## config.mk

```make
export PLATFORM = sky130hd
export DESIGN_NAME = smpi_top
export DESIGN_NICKNAME = d
export VERILOG_FILES = /design/src/hdl/smpi_mem.v /design/src/hdl/smpi_top.v
export VERILOG_INCLUDE_DIRS = /design/src /design/src/hdl
export SDC_FILE = /design/constraint.sdc
export NUM_CORES = 2
export LEC_CHECK = 0
export BUFFER_PORTS_ARGS = -buffer_cell sky130_fd_sc_hd__buf_2
export CAP_MARGIN = 0
export CELL_PAD_IN_SITES_DETAIL_PLACEMENT = 1
export CELL_PAD_IN_SITES_GLOBAL_PLACEMENT = 2
export CORE_ASPECT_RATIO = 2
export CORE_MARGIN = 8
export CORE_UTILIZATION = 30
export DETAILED_ROUTE_END_ITERATION = 10
export PLACE_DENSITY_LB_ADDON = 0.1
export SLEW_MARGIN = 5
export SYNTH_ARGS = -nofsm -noshare
export SYNTH_HDL_FRONTEND = slang
export SYNTH_SLANG_ARGS = --single-unit
```

## constraint.sdc

```tcl
create_clock -name i_clk -period 12.1 [get_ports i_clk]
set_input_delay 2.42 -clock i_clk [delete_from_list [all_inputs] [get_ports i_clk]]
set_output_delay 2.42 -clock i_clk [all_outputs]
set_load 0.02 [all_outputs]
```

## src/hdl/smpi_consts.vh

```
// constants for the secure memory pin interface
`ifndef SMPI_CONSTS_VH
`define SMPI_CONSTS_VH

// ------------------------------------------------------------------
// memory geometry
// ------------------------------------------------------------------
`define SMPI_AW           8
`define SMPI_DW           8
`define SMPI_DEPTH        256

// ------------------------------------------------------------------
// asynchronous answer-to-reset timing and framing
// ------------------------------------------------------------------
`define SMPI_EBP_CYCLES   9'd372
`define SMPI_EBP_LAST     (`SMPI_EBP_CYCLES - 9'd1)
`define SMPI_FRAME_LAST   4'hB
`define SMPI_ATR_BASE     8'h00
`define SMPI_ATR_LAST     3'h7
`define SMPI_LOAD_WAIT    2'h2

// ------------------------------------------------------------------
// synchronous link: first byte is {device address, command}
// ------------------------------------------------------------------
`define SMPI_CMD_WRITE    4'h0
`define SMPI_CMD_RDRAND   4'h1
`define SMPI_DEV_NONE     4'h0
`define SMPI_BIT_LAST     3'h7
`define SMPI_IDX_CMD      2'h0
`define SMPI_IDX_ADDR     2'h1
`define SMPI_IDX_DATA     2'h2

// link clock limit: 1 MHz serial clock against a 25 MHz core clock
`define SMPI_SCL_MAX_HZ   1000000
`define SMPI_CLK_HZ       25000000

`endif

```

## src/hdl/smpi_mem.v

```verilog
// byte memory holding user data and the answer-to-reset bytes
`timescale 1ns/1ps
`include "smpi_consts.vh"

module smpi_mem (
   input  wire                  i_clk,
   input  wire                  i_we,
   input  wire [`SMPI_AW-1:0]   i_waddr,
   input  wire [`SMPI_DW-1:0]   i_wdata,
   input  wire [`SMPI_AW-1:0]   i_raddr,
   output reg  [`SMPI_DW-1:0]   o_rdata
);

   reg [`SMPI_DW-1:0] mem [0:`SMPI_DEPTH-1];

   // ---------------------------------------------------------------
   // write port and registered read port
   // ---------------------------------------------------------------
   always @(posedge i_clk) begin
      if (i_we) begin
         mem[i_waddr] <= i_wdata;
      end
      o_rdata <= mem[i_raddr];
   end

endmodule

```

## src/hdl/smpi_top.v

```verilog
// pin front end: two-wire serial slave and answer-to-reset sender
`timescale 1ns/1ps
`include "smpi_consts.vh"

// Contract
// - each answer-to-reset bit lasts 372 carrier clock cycles.
// - sync data sampled on clock rise, output changed on clock fall.
// - reset sequence in async mode sends the 64-bit answer-to-reset bytes.
// - reset pin low idles the sync slave and answer sender; the async mode flag and memory keep their values.
// - reset pin is weakly pulled high inside the device.
// - no answer-to-reset is produced in synchronous operation.
// - data line only pulled low or released, never driven high.
// - up to fifteen devices, each selected by its own address.
// - random read streams successive bytes while the host acknowledges each one.
// - serial clock runs at up to 1 MHz.
module smpi_top (
   input  wire       i_clk,
   input  wire       i_resetn,
   input  wire       i_scl,
   input  wire       i_sda,
   input  wire       i_rst_pin,
   input  wire [3:0] i_dev_addr,
   output wire       o_sda_out,
   output reg        o_sda_oe,
   output wire       o_rst_pullup_oe,
   output reg        o_async_mode
);

   localparam [2:0] S_IDLE = 3'd0;
   localparam [2:0] S_RX   = 3'd1;
   localparam [2:0] S_ACK  = 3'd2;
   localparam [2:0] S_TX   = 3'd3;
   localparam [2:0] S_MACK = 3'd4;
   reg  [1:0]          scl_sy, sda_sy, rst_sy;
   reg                 scl_d, sda_d, rst_d;
   reg  [2:0]          state, bitcnt, atr_byte;
   reg                 byte_full, ack_ok, rd_mode, we, twi_low;
   reg  [1:0]          byte_idx, atr_wait;
   reg  [7:0]          shreg, txsh, wdata;
   reg  [`SMPI_AW-1:0] addr, waddr;
   reg                 atr_busy, atr_low;
   reg  [3:0]          atr_bit;
   reg  [8:0]          ebp_cnt;
   reg  [11:0]         frame;
   wire [7:0]          rdata;
   wire [`SMPI_AW-1:0] raddr;
   wire                scl_s, sda_s, rst_s, rst_rise;
   wire                scl_rise, scl_fall, start_c, stop_c;

   // ---------------------------------------------------------------
   // pin synchronisers and edge detection
   // ---------------------------------------------------------------
   always @(posedge i_clk or negedge i_resetn) begin
      if (!i_resetn) begin
         scl_sy <= 2'b11;
         sda_sy <= 2'b11;
         rst_sy <= 2'b11;   // idle as pulled high
         scl_d  <= 1'b1;
         sda_d  <= 1'b1;
         rst_d  <= 1'b1;
      end else begin
         scl_sy <= {scl_sy[0], i_scl};
         sda_sy <= {sda_sy[0], i_sda};
         rst_sy <= {rst_sy[0], i_rst_pin};
         scl_d  <= scl_sy[1];
         sda_d  <= sda_sy[1];
         rst_d  <= rst_sy[1];
      end
   end

   assign scl_s    = scl_sy[1];
   assign sda_s    = sda_sy[1];
   assign rst_s    = rst_sy[1];
   assign scl_rise = scl_s & ~scl_d;   // 1 MHz leaves 12+ clk a phase
   assign scl_fall = ~scl_s & scl_d;
   assign start_c  = scl_s & scl_d & sda_d & ~sda_s;
   assign stop_c   = scl_s & scl_d & ~sda_d & sda_s;
   assign rst_rise = rst_s & ~rst_d;

   // constant pin controls: weak reset pull-up, open-drain data value
   assign o_rst_pullup_oe = 1'b1;
   assign o_sda_out = 1'b0;

   // ---------------------------------------------------------------
   // async mode flag, kept across reset pin low
   // ---------------------------------------------------------------
   always @(posedge i_clk or negedge i_resetn) begin
      if (!i_resetn) begin
         o_async_mode <= 1'b0;
      end else if (rst_rise) begin
         o_async_mode <= 1'b1;
      end
   end

   // ---------------------------------------------------------------
   // two-wire slave
   // ---------------------------------------------------------------
   always @(posedge i_clk or negedge i_resetn) begin
      if (!i_resetn) begin
         state    <= S_IDLE;
         bitcnt   <= 3'h0;
         byte_full<= 1'b0;
         ack_ok   <= 1'b0;
         rd_mode  <= 1'b0;
         byte_idx <= `SMPI_IDX_CMD;
         shreg    <= 8'h00;
         txsh     <= 8'h00;
         addr     <= {`SMPI_AW{1'b0}};
         we       <= 1'b0;
         waddr    <= {`SMPI_AW{1'b0}};
         wdata    <= 8'h00;
         twi_low  <= 1'b0;
      end else if (!rst_s || o_async_mode) begin
         state    <= S_IDLE;
         bitcnt   <= 3'h0;
         byte_full<= 1'b0;
         ack_ok   <= 1'b0;
         rd_mode  <= 1'b0;
         byte_idx <= `SMPI_IDX_CMD;
         we       <= 1'b0;
         twi_low  <= 1'b0;
      end else begin
         we <= 1'b0;
         if (stop_c) begin
            state   <= S_IDLE;
            twi_low <= 1'b0;
         end else if (start_c) begin
            state     <= S_RX;
            bitcnt    <= 3'h0;
            byte_full <= 1'b0;
            byte_idx  <= `SMPI_IDX_CMD;
            rd_mode   <= 1'b0;
            twi_low   <= 1'b0;
         end else if (scl_rise) begin
            // sample on the rising edge
            case (state)
               S_RX: begin
                  shreg     <= {shreg[6:0], sda_s};
                  bitcnt    <= bitcnt + 3'h1;
                  byte_full <= (bitcnt == `SMPI_BIT_LAST);
               end
               S_TX: begin
                  bitcnt    <= bitcnt + 3'h1;
                  byte_full <= (bitcnt == `SMPI_BIT_LAST);
               end
               S_MACK: begin
                  ack_ok <= ~sda_s;
                  if (sda_s) begin
                     state <= S_IDLE;                   // host ends read
                  end
               end
               default: begin
               end
            endcase
         end else if (scl_fall) begin
            // change output on the falling edge
            case (state)
               S_RX: begin
                  if (byte_full) begin
                     byte_full <= 1'b0;
                     if (byte_idx == `SMPI_IDX_CMD) begin
                        if (shreg[7:4] == i_dev_addr &&
                            i_dev_addr != `SMPI_DEV_NONE) begin
                           state   <= S_ACK;
                           twi_low <= 1'b1;
                           rd_mode <= (shreg[3:0] == `SMPI_CMD_RDRAND);
                           byte_idx <= `SMPI_IDX_ADDR;
                        end else begin
                           state <= S_IDLE;
                        end
                     end else if (byte_idx == `SMPI_IDX_ADDR) begin
                        addr     <= shreg;
                        state    <= S_ACK;
                        twi_low  <= 1'b1;
                        byte_idx <= `SMPI_IDX_DATA;
                     end else begin
                        we      <= 1'b1;
                        waddr   <= addr;
                        wdata   <= shreg;
                        addr    <= addr + 8'h01;
                        state   <= S_ACK;
                        twi_low <= 1'b1;
                     end
                  end
               end
               S_ACK: begin
                  bitcnt <= 3'h0;
                  if (rd_mode && byte_idx == `SMPI_IDX_DATA) begin
                     state   <= S_TX;
                     txsh    <= {rdata[6:0], 1'b0};
                     twi_low <= ~rdata[7];
                     addr    <= addr + 8'h01;
                  end else begin
                     state   <= S_RX;
                     twi_low <= 1'b0;
                  end
               end
               S_TX: begin
                  if (byte_full) begin
                     byte_full <= 1'b0;
                     state     <= S_MACK;
                     twi_low   <= 1'b0;
                  end else begin
                     txsh    <= {txsh[6:0], 1'b0};
                     twi_low <= ~txsh[7];
                  end
               end
               S_MACK: begin
                  if (ack_ok) begin
                     ack_ok  <= 1'b0;
                     bitcnt  <= 3'h0;
                     state   <= S_TX;
                     txsh    <= {rdata[6:0], 1'b0};
                     twi_low <= ~rdata[7];
                     addr    <= addr + 8'h01;           // wraps at top
                  end
               end
               default: begin
                  twi_low <= 1'b0;
               end
            endcase
         end
      end
   end

   // ---------------------------------------------------------------
   // answer-to-reset sender, timed by carrier rising edges
   // ---------------------------------------------------------------
   always @(posedge i_clk or negedge i_resetn) begin
      if (!i_resetn) begin
         atr_busy <= 1'b0;
         atr_byte <= 3'h0;
         atr_bit  <= 4'h0;
         ebp_cnt  <= 9'h000;
         atr_wait <= 2'h0;
         frame    <= 12'hFFF;
         atr_low  <= 1'b0;
      end else if (!rst_s) begin
         atr_busy <= 1'b0;
         atr_wait <= 2'h0;
         atr_low  <= 1'b0;
      end else if (rst_rise) begin
         atr_busy <= 1'b1;
         atr_byte <= 3'h0;
         atr_bit  <= 4'h0;
         ebp_cnt  <= 9'h000;
         atr_wait <= `SMPI_LOAD_WAIT;
      end else if (atr_busy && o_async_mode) begin
         if (atr_wait != 2'h0) begin
            atr_wait <= atr_wait - 2'h1;
            if (atr_wait == 2'h1) begin
               // stop bits, even parity, data lsb first, start bit
               frame   <= {2'b11, ^rdata, rdata, 1'b0};
               atr_low <= 1'b1;
               atr_bit <= 4'h0;
               ebp_cnt <= 9'h000;
            end
         end else if (scl_rise) begin
            if (ebp_cnt == `SMPI_EBP_LAST) begin
               ebp_cnt <= 9'h000;
               if (atr_bit == `SMPI_FRAME_LAST) begin
                  atr_low <= 1'b0;
                  if (atr_byte == `SMPI_ATR_LAST) begin
                     atr_busy <= 1'b0;
                  end else begin
                     atr_byte <= atr_byte + 3'h1;
                     atr_wait <= `SMPI_LOAD_WAIT;
                  end
               end else begin
                  atr_bit <= atr_bit + 4'h1;
                  atr_low <= ~frame[atr_bit + 4'h1];
               end
            end else begin
               ebp_cnt <= ebp_cnt + 9'h001;
            end
         end
      end
   end

   // ---------------------------------------------------------------
   // shared open-drain data pin and memory read address
   // ---------------------------------------------------------------
   always @(posedge i_clk or negedge i_resetn) begin
      if (!i_resetn) begin
         o_sda_oe <= 1'b0;
      end else begin
         o_sda_oe <= o_async_mode ? atr_low : twi_low;
      end
   end

   assign raddr = atr_busy ? (`SMPI_ATR_BASE + {5'h00, atr_byte}) : addr;
   smpi_mem u_mem (
      .i_clk   (i_clk),   .i_we    (we),
      .i_waddr (waddr),   .i_wdata (wdata),
      .i_raddr (raddr),   .o_rdata (rdata)
   );
endmodule

```

==> metrics.csv <==
stage,metric,value,unit
logic_synthesis,ys_flop_type,sky130_fd_sc_hd__edfxtp_1,
floorplanning,dieWidth,392.9,µm
setup_path,worst_setup_path_start_kind,flip-flop,
sta,clock.fmax,159.6,MHz
setup_path,crit_arrival,6.95,ns
detailed_routing,remaining_drc_errors,0,
layout,finalNetCount,4846,
clock_network,cts.repair_timing.setup_buffer_count,0,
grt,wire_length_of_the_first_global_routing_pass,401.5,mm
logic_synthesis,synth_cell_type_count,76,
layout,flow.area_growth_from_synthesis,13.05,%
logic_synthesis,synthesis.yosys.warnings,0,
sta,actual_slew_at_the_worst_max_slew_pin,1.326,ns
logic_synthesis,synth.top_cells.by_area,"sky130_fd_sc_hd__edfxtp_1, sky130_fd_sc_hd__mux4_2, sky130_fd_sc_hd__mux2i_1",
power,combinationalPowerShare,0.6,%
clock_network,cts-root-to-sink-buffers,4,
logic_synthesis,ys_top_cells_by_count,"sky130_fd_sc_hd__edfxtp_1, sky130_fd_sc_hd__mux2i_1, sky130_fd_sc_hd__nor2_1, sky130_fd_sc_hd__mux4_2, sky130_fd_sc_hd__o22ai_1",
power,power_per_cell_area,151.3,nW/µm²
sta,final_period_util,51.79,%
clock_network,clock_latency_on_the_worst_skew_pair,0.88,ns
grt,grt_max_degree,163,
floorplanning,top_level_ports,13,
place,hpwl_after_detailed_placement,180.2,mm
detailed_routing,detailedRoute.firstIterationViolations,2723,
clock_network,number_of_resized_instances_in_the_post_cts_repair_step,0,
clock_network,post_cts_hold_buffer_count,0,
layout,n_fill_cell,28480,
worst_hold_path,hold_path.class,flip-flop to flip-flop,
clock_network,cts.sink_count,2149,
logic_synthesis,netlist.area_leader.share,72.15,%
setup_path,cp_data_required_time,12.78,ns
floorplanning,std_cell_rows,277,
job,maximum_capacitance_violations,0,
sta,report.final.hold_viol_count,0,
setup_path,critical_path_peak_fanout,103,
clock_network,clk_pin_slew_worst_paths,0.06,ns
power,seq_power_share,55.1,%
layout,post-route-util,33.99,%
sta,final.min_clock_period,6.267,ns
sta,tns,0,ns
clock_network,htree_levels,4,
power,internal-power,11.66,mW
floorplanning,starting_utilization_of_the_core_area,30.07,%
clock_network,cts-buffers-inserted,214,
sta,number_of_pins_with_negative_max_slew_slack_in_the_final_report,0,
logic_synthesis,yosysTopAreaCell,sky130_fd_sc_hd__edfxtp_1,
clock_network,buffer_type_at_the_clock_tree_root,sky130_fd_sc_hd__clkbuf_16,
detailed_routing,route.final.wire_length,289.8,mm
logic_synthesis,synth-async-reset-ratio,4.328,%
clock_network,tritoncts,yes,
detailed_routing,vias,45300,
detailed_routing,wl_per_cell,33.10,µm
layout,post_route_cells_drive_above_1_share,15.61,%
grt,overflow,0,
sta,rsz0062_at_grt,false,
setup_path,endpoint_class_of_the_critical_path,flip-flop,
sta,final-setup-viol-count,0,
layout,seq_area,64040,µm²
place,place_worst_setup_slack,5.691,ns
grt,antenna_found_initial,8,
power,swShare,20.05,%
detailed_routing,drt-vias-per-instance,5.174,
place,portBuffers,10,
run_status,run_status,"finished, final reports clean",
logic_synthesis,synth_most_common_cell,sky130_fd_sc_hd__edfxtp_1,
sta,final.setup_skew,0.04291,ns
layout,multiInputGateArea,19950,µm²
logic_synthesis,synth_sequential_area_ratio,75.09,%
floorplanning,floorplan.die_area,302500,µm²
power,switchingPower,2.924,mW
power,worst_ir_drop_on_vdd,0.1227,mV
logic_synthesis,syn-mean-instance-area,17.78,µm²
sta,layout_setup_ws,5.833,ns
floorplanning,core-area,283500,µm²
place,gp_congestion,0.7578,
sta,slew_headroom,11.29,%
logic_synthesis,netlist_area,85240,µm²
logic_synthesis,netlist_instances,4793,
detailed_routing,drt_pass1_iterations,5,
logic_synthesis,synth_fp_nets,4815,
power,total_leakage_power,24.16,nW
setup_path,worstSetupPathType,flip-flop to flip-flop,
grt,globalRouteTotalUtil,18.72,%
floorplanning,chipHeight,769.8,µm
grt,vias_in_the_first_global_route,48100,
logic_synthesis,synth_edf_count,2048,
power,clock_share_of_power,44.3,%
logic_synthesis,postSynthRegisterBits,2149,
detailed_routing,postRouteAntennaNets,0,
==> critical path, cell delays in order, from the launching register on <==
cell and delay (ns):
sky130_fd_sc_hd__dfrtp_2 0.98, sky130_fd_sc_hd__mux2_8 0.74, sky130_fd_sc_hd__buf_12 0.54, sky130_fd_sc_hd__buf_4 0.87
sky130_fd_sc_hd__mux4_2 0.61, sky130_fd_sc_hd__a21oi_1 0.30, sky130_fd_sc_hd__o22ai_1 0.25, sky130_fd_sc_hd__o31ai_1 1.03
sky130_fd_sc_hd__nand4_1 0.15
==> state kept, by name, indices dropped and copies added (netlist names), 3 cells and up <==
signal / flops
addr: 8
atr_bit: 4
atr_byte: 3
bitcnt: 3
ebp_cnt: 9
frame: 10
shreg: 8
state: 3
txsh: 7
u_mem.mem: 2048
u_mem.o_rdata: 8
waddr: 8
wdata: 8
==> metrics by stage <==
step | std cells | instance area [µm²] | power [mW] | hold WS (ns)
floorplan | 4793 | 85240 | 8.237 | 0.3452
global placement | 8367 | 89720 | 8.278 | 0.3454
detailed placement | 8374 | 89840 | 8.280 | 0.3475
CTS | 8750 | 96360 | 14.77 | 0.3565
global route | 8751 | 96360 | 14.99 | 0.3606
finish | 8755 | 96370 | 14.58 | 0.3564
==> worst paths after layout <==
| kind | cells after the start | from | endpoint | slack (ns) |
|---|---|---|---|---|
| setup / recovery | 8 | atr_busy | u_mem.o_rdata[2] | 5.83 |
| min in group asynchronous | 1 | i_resetn | txsh[6] | 1.59 |
| hold reg to reg | 0 | sda_sy[0] | sda_sy[1] | 0.36 |
| setup reg to reg | 8 | atr_busy | u_mem.o_rdata[2] | 5.83 |
| max in group asynchronous | 2 | i_resetn | atr_busy | 9.29 |
| hold / removal | 0 | sda_sy[0] | sda_sy[1] | 0.36 |
==> routing by layer <==
metal / vias up / part of all wire (%) / GRT usage [%]
li1: 19390 / - / -
met1: 24740 / 42 / 24.02
met2: 840 / 52 / 33.50
met3: 326 / 3.2 / 2.120
met4: 0 / 2.6 / 4.837
met5: - / 0 / 0
==> cells in the final DEF, fill, tap and decap left out, types with 98 or more instances in the layout <==
master                         n
sky130_fd_sc_hd__a21oi_1     159
sky130_fd_sc_hd__buf_4        98
sky130_fd_sc_hd__clkbuf_16   216
sky130_fd_sc_hd__edfxtp_1   2048
sky130_fd_sc_hd__mux2i_1     501
sky130_fd_sc_hd__mux4_2      241
sky130_fd_sc_hd__nand2_1     161
sky130_fd_sc_hd__nand3_1     161
sky130_fd_sc_hd__nor2_1      289
sky130_fd_sc_hd__o21ai_0     159
sky130_fd_sc_hd__o221ai_1    127
sky130_fd_sc_hd__o22ai_1     173
==> power groups by stage <==
| stage | registers (mW) | logic, mW | clock network, mW |
|---|---|---|---|
| 3_3_place_gp | 8.20 | 0.0817 | 0 |
| 6_report | 8.04 | 0.0813 | 6.46 |
| 2_1_floorplan | 8.19 | 0.0463 | 0 |
| 3_5_place_dp | 8.20 | 0.0828 | 0 |
| 5_1_grt | 8.03 | 0.0879 | 6.87 |
| 4_1_cts | 8.04 | 0.0831 | 6.65 |
==> kinds of logic after synthesis <==
family,Yosys count,share of synthesized area [%]
compound gates,736,5.632
xor+xnor,18,0.1849
buf+inv,325,1.891
simple gates,749,3.945
flops,2149,75.09
mux,801,13.06
other cells,2,0.008810
fa+ha+maj,13,0.1908
==> area by class of cell <==
cell class | instances | share of cell area [%]
diodes | 5 | 0.01298
clock buffers | 274 | 5.855
clock inverters | 102 | 0.9101
inverters | 16 | 0.06232
multi-input cells | 2319 | 20.70
flip-flops and latches | 2149 | 66.45
well taps | 3766 | 4.889
repair buffers | 124 | 1.118
Note: power is estimated with default switching activity, not from simulation.
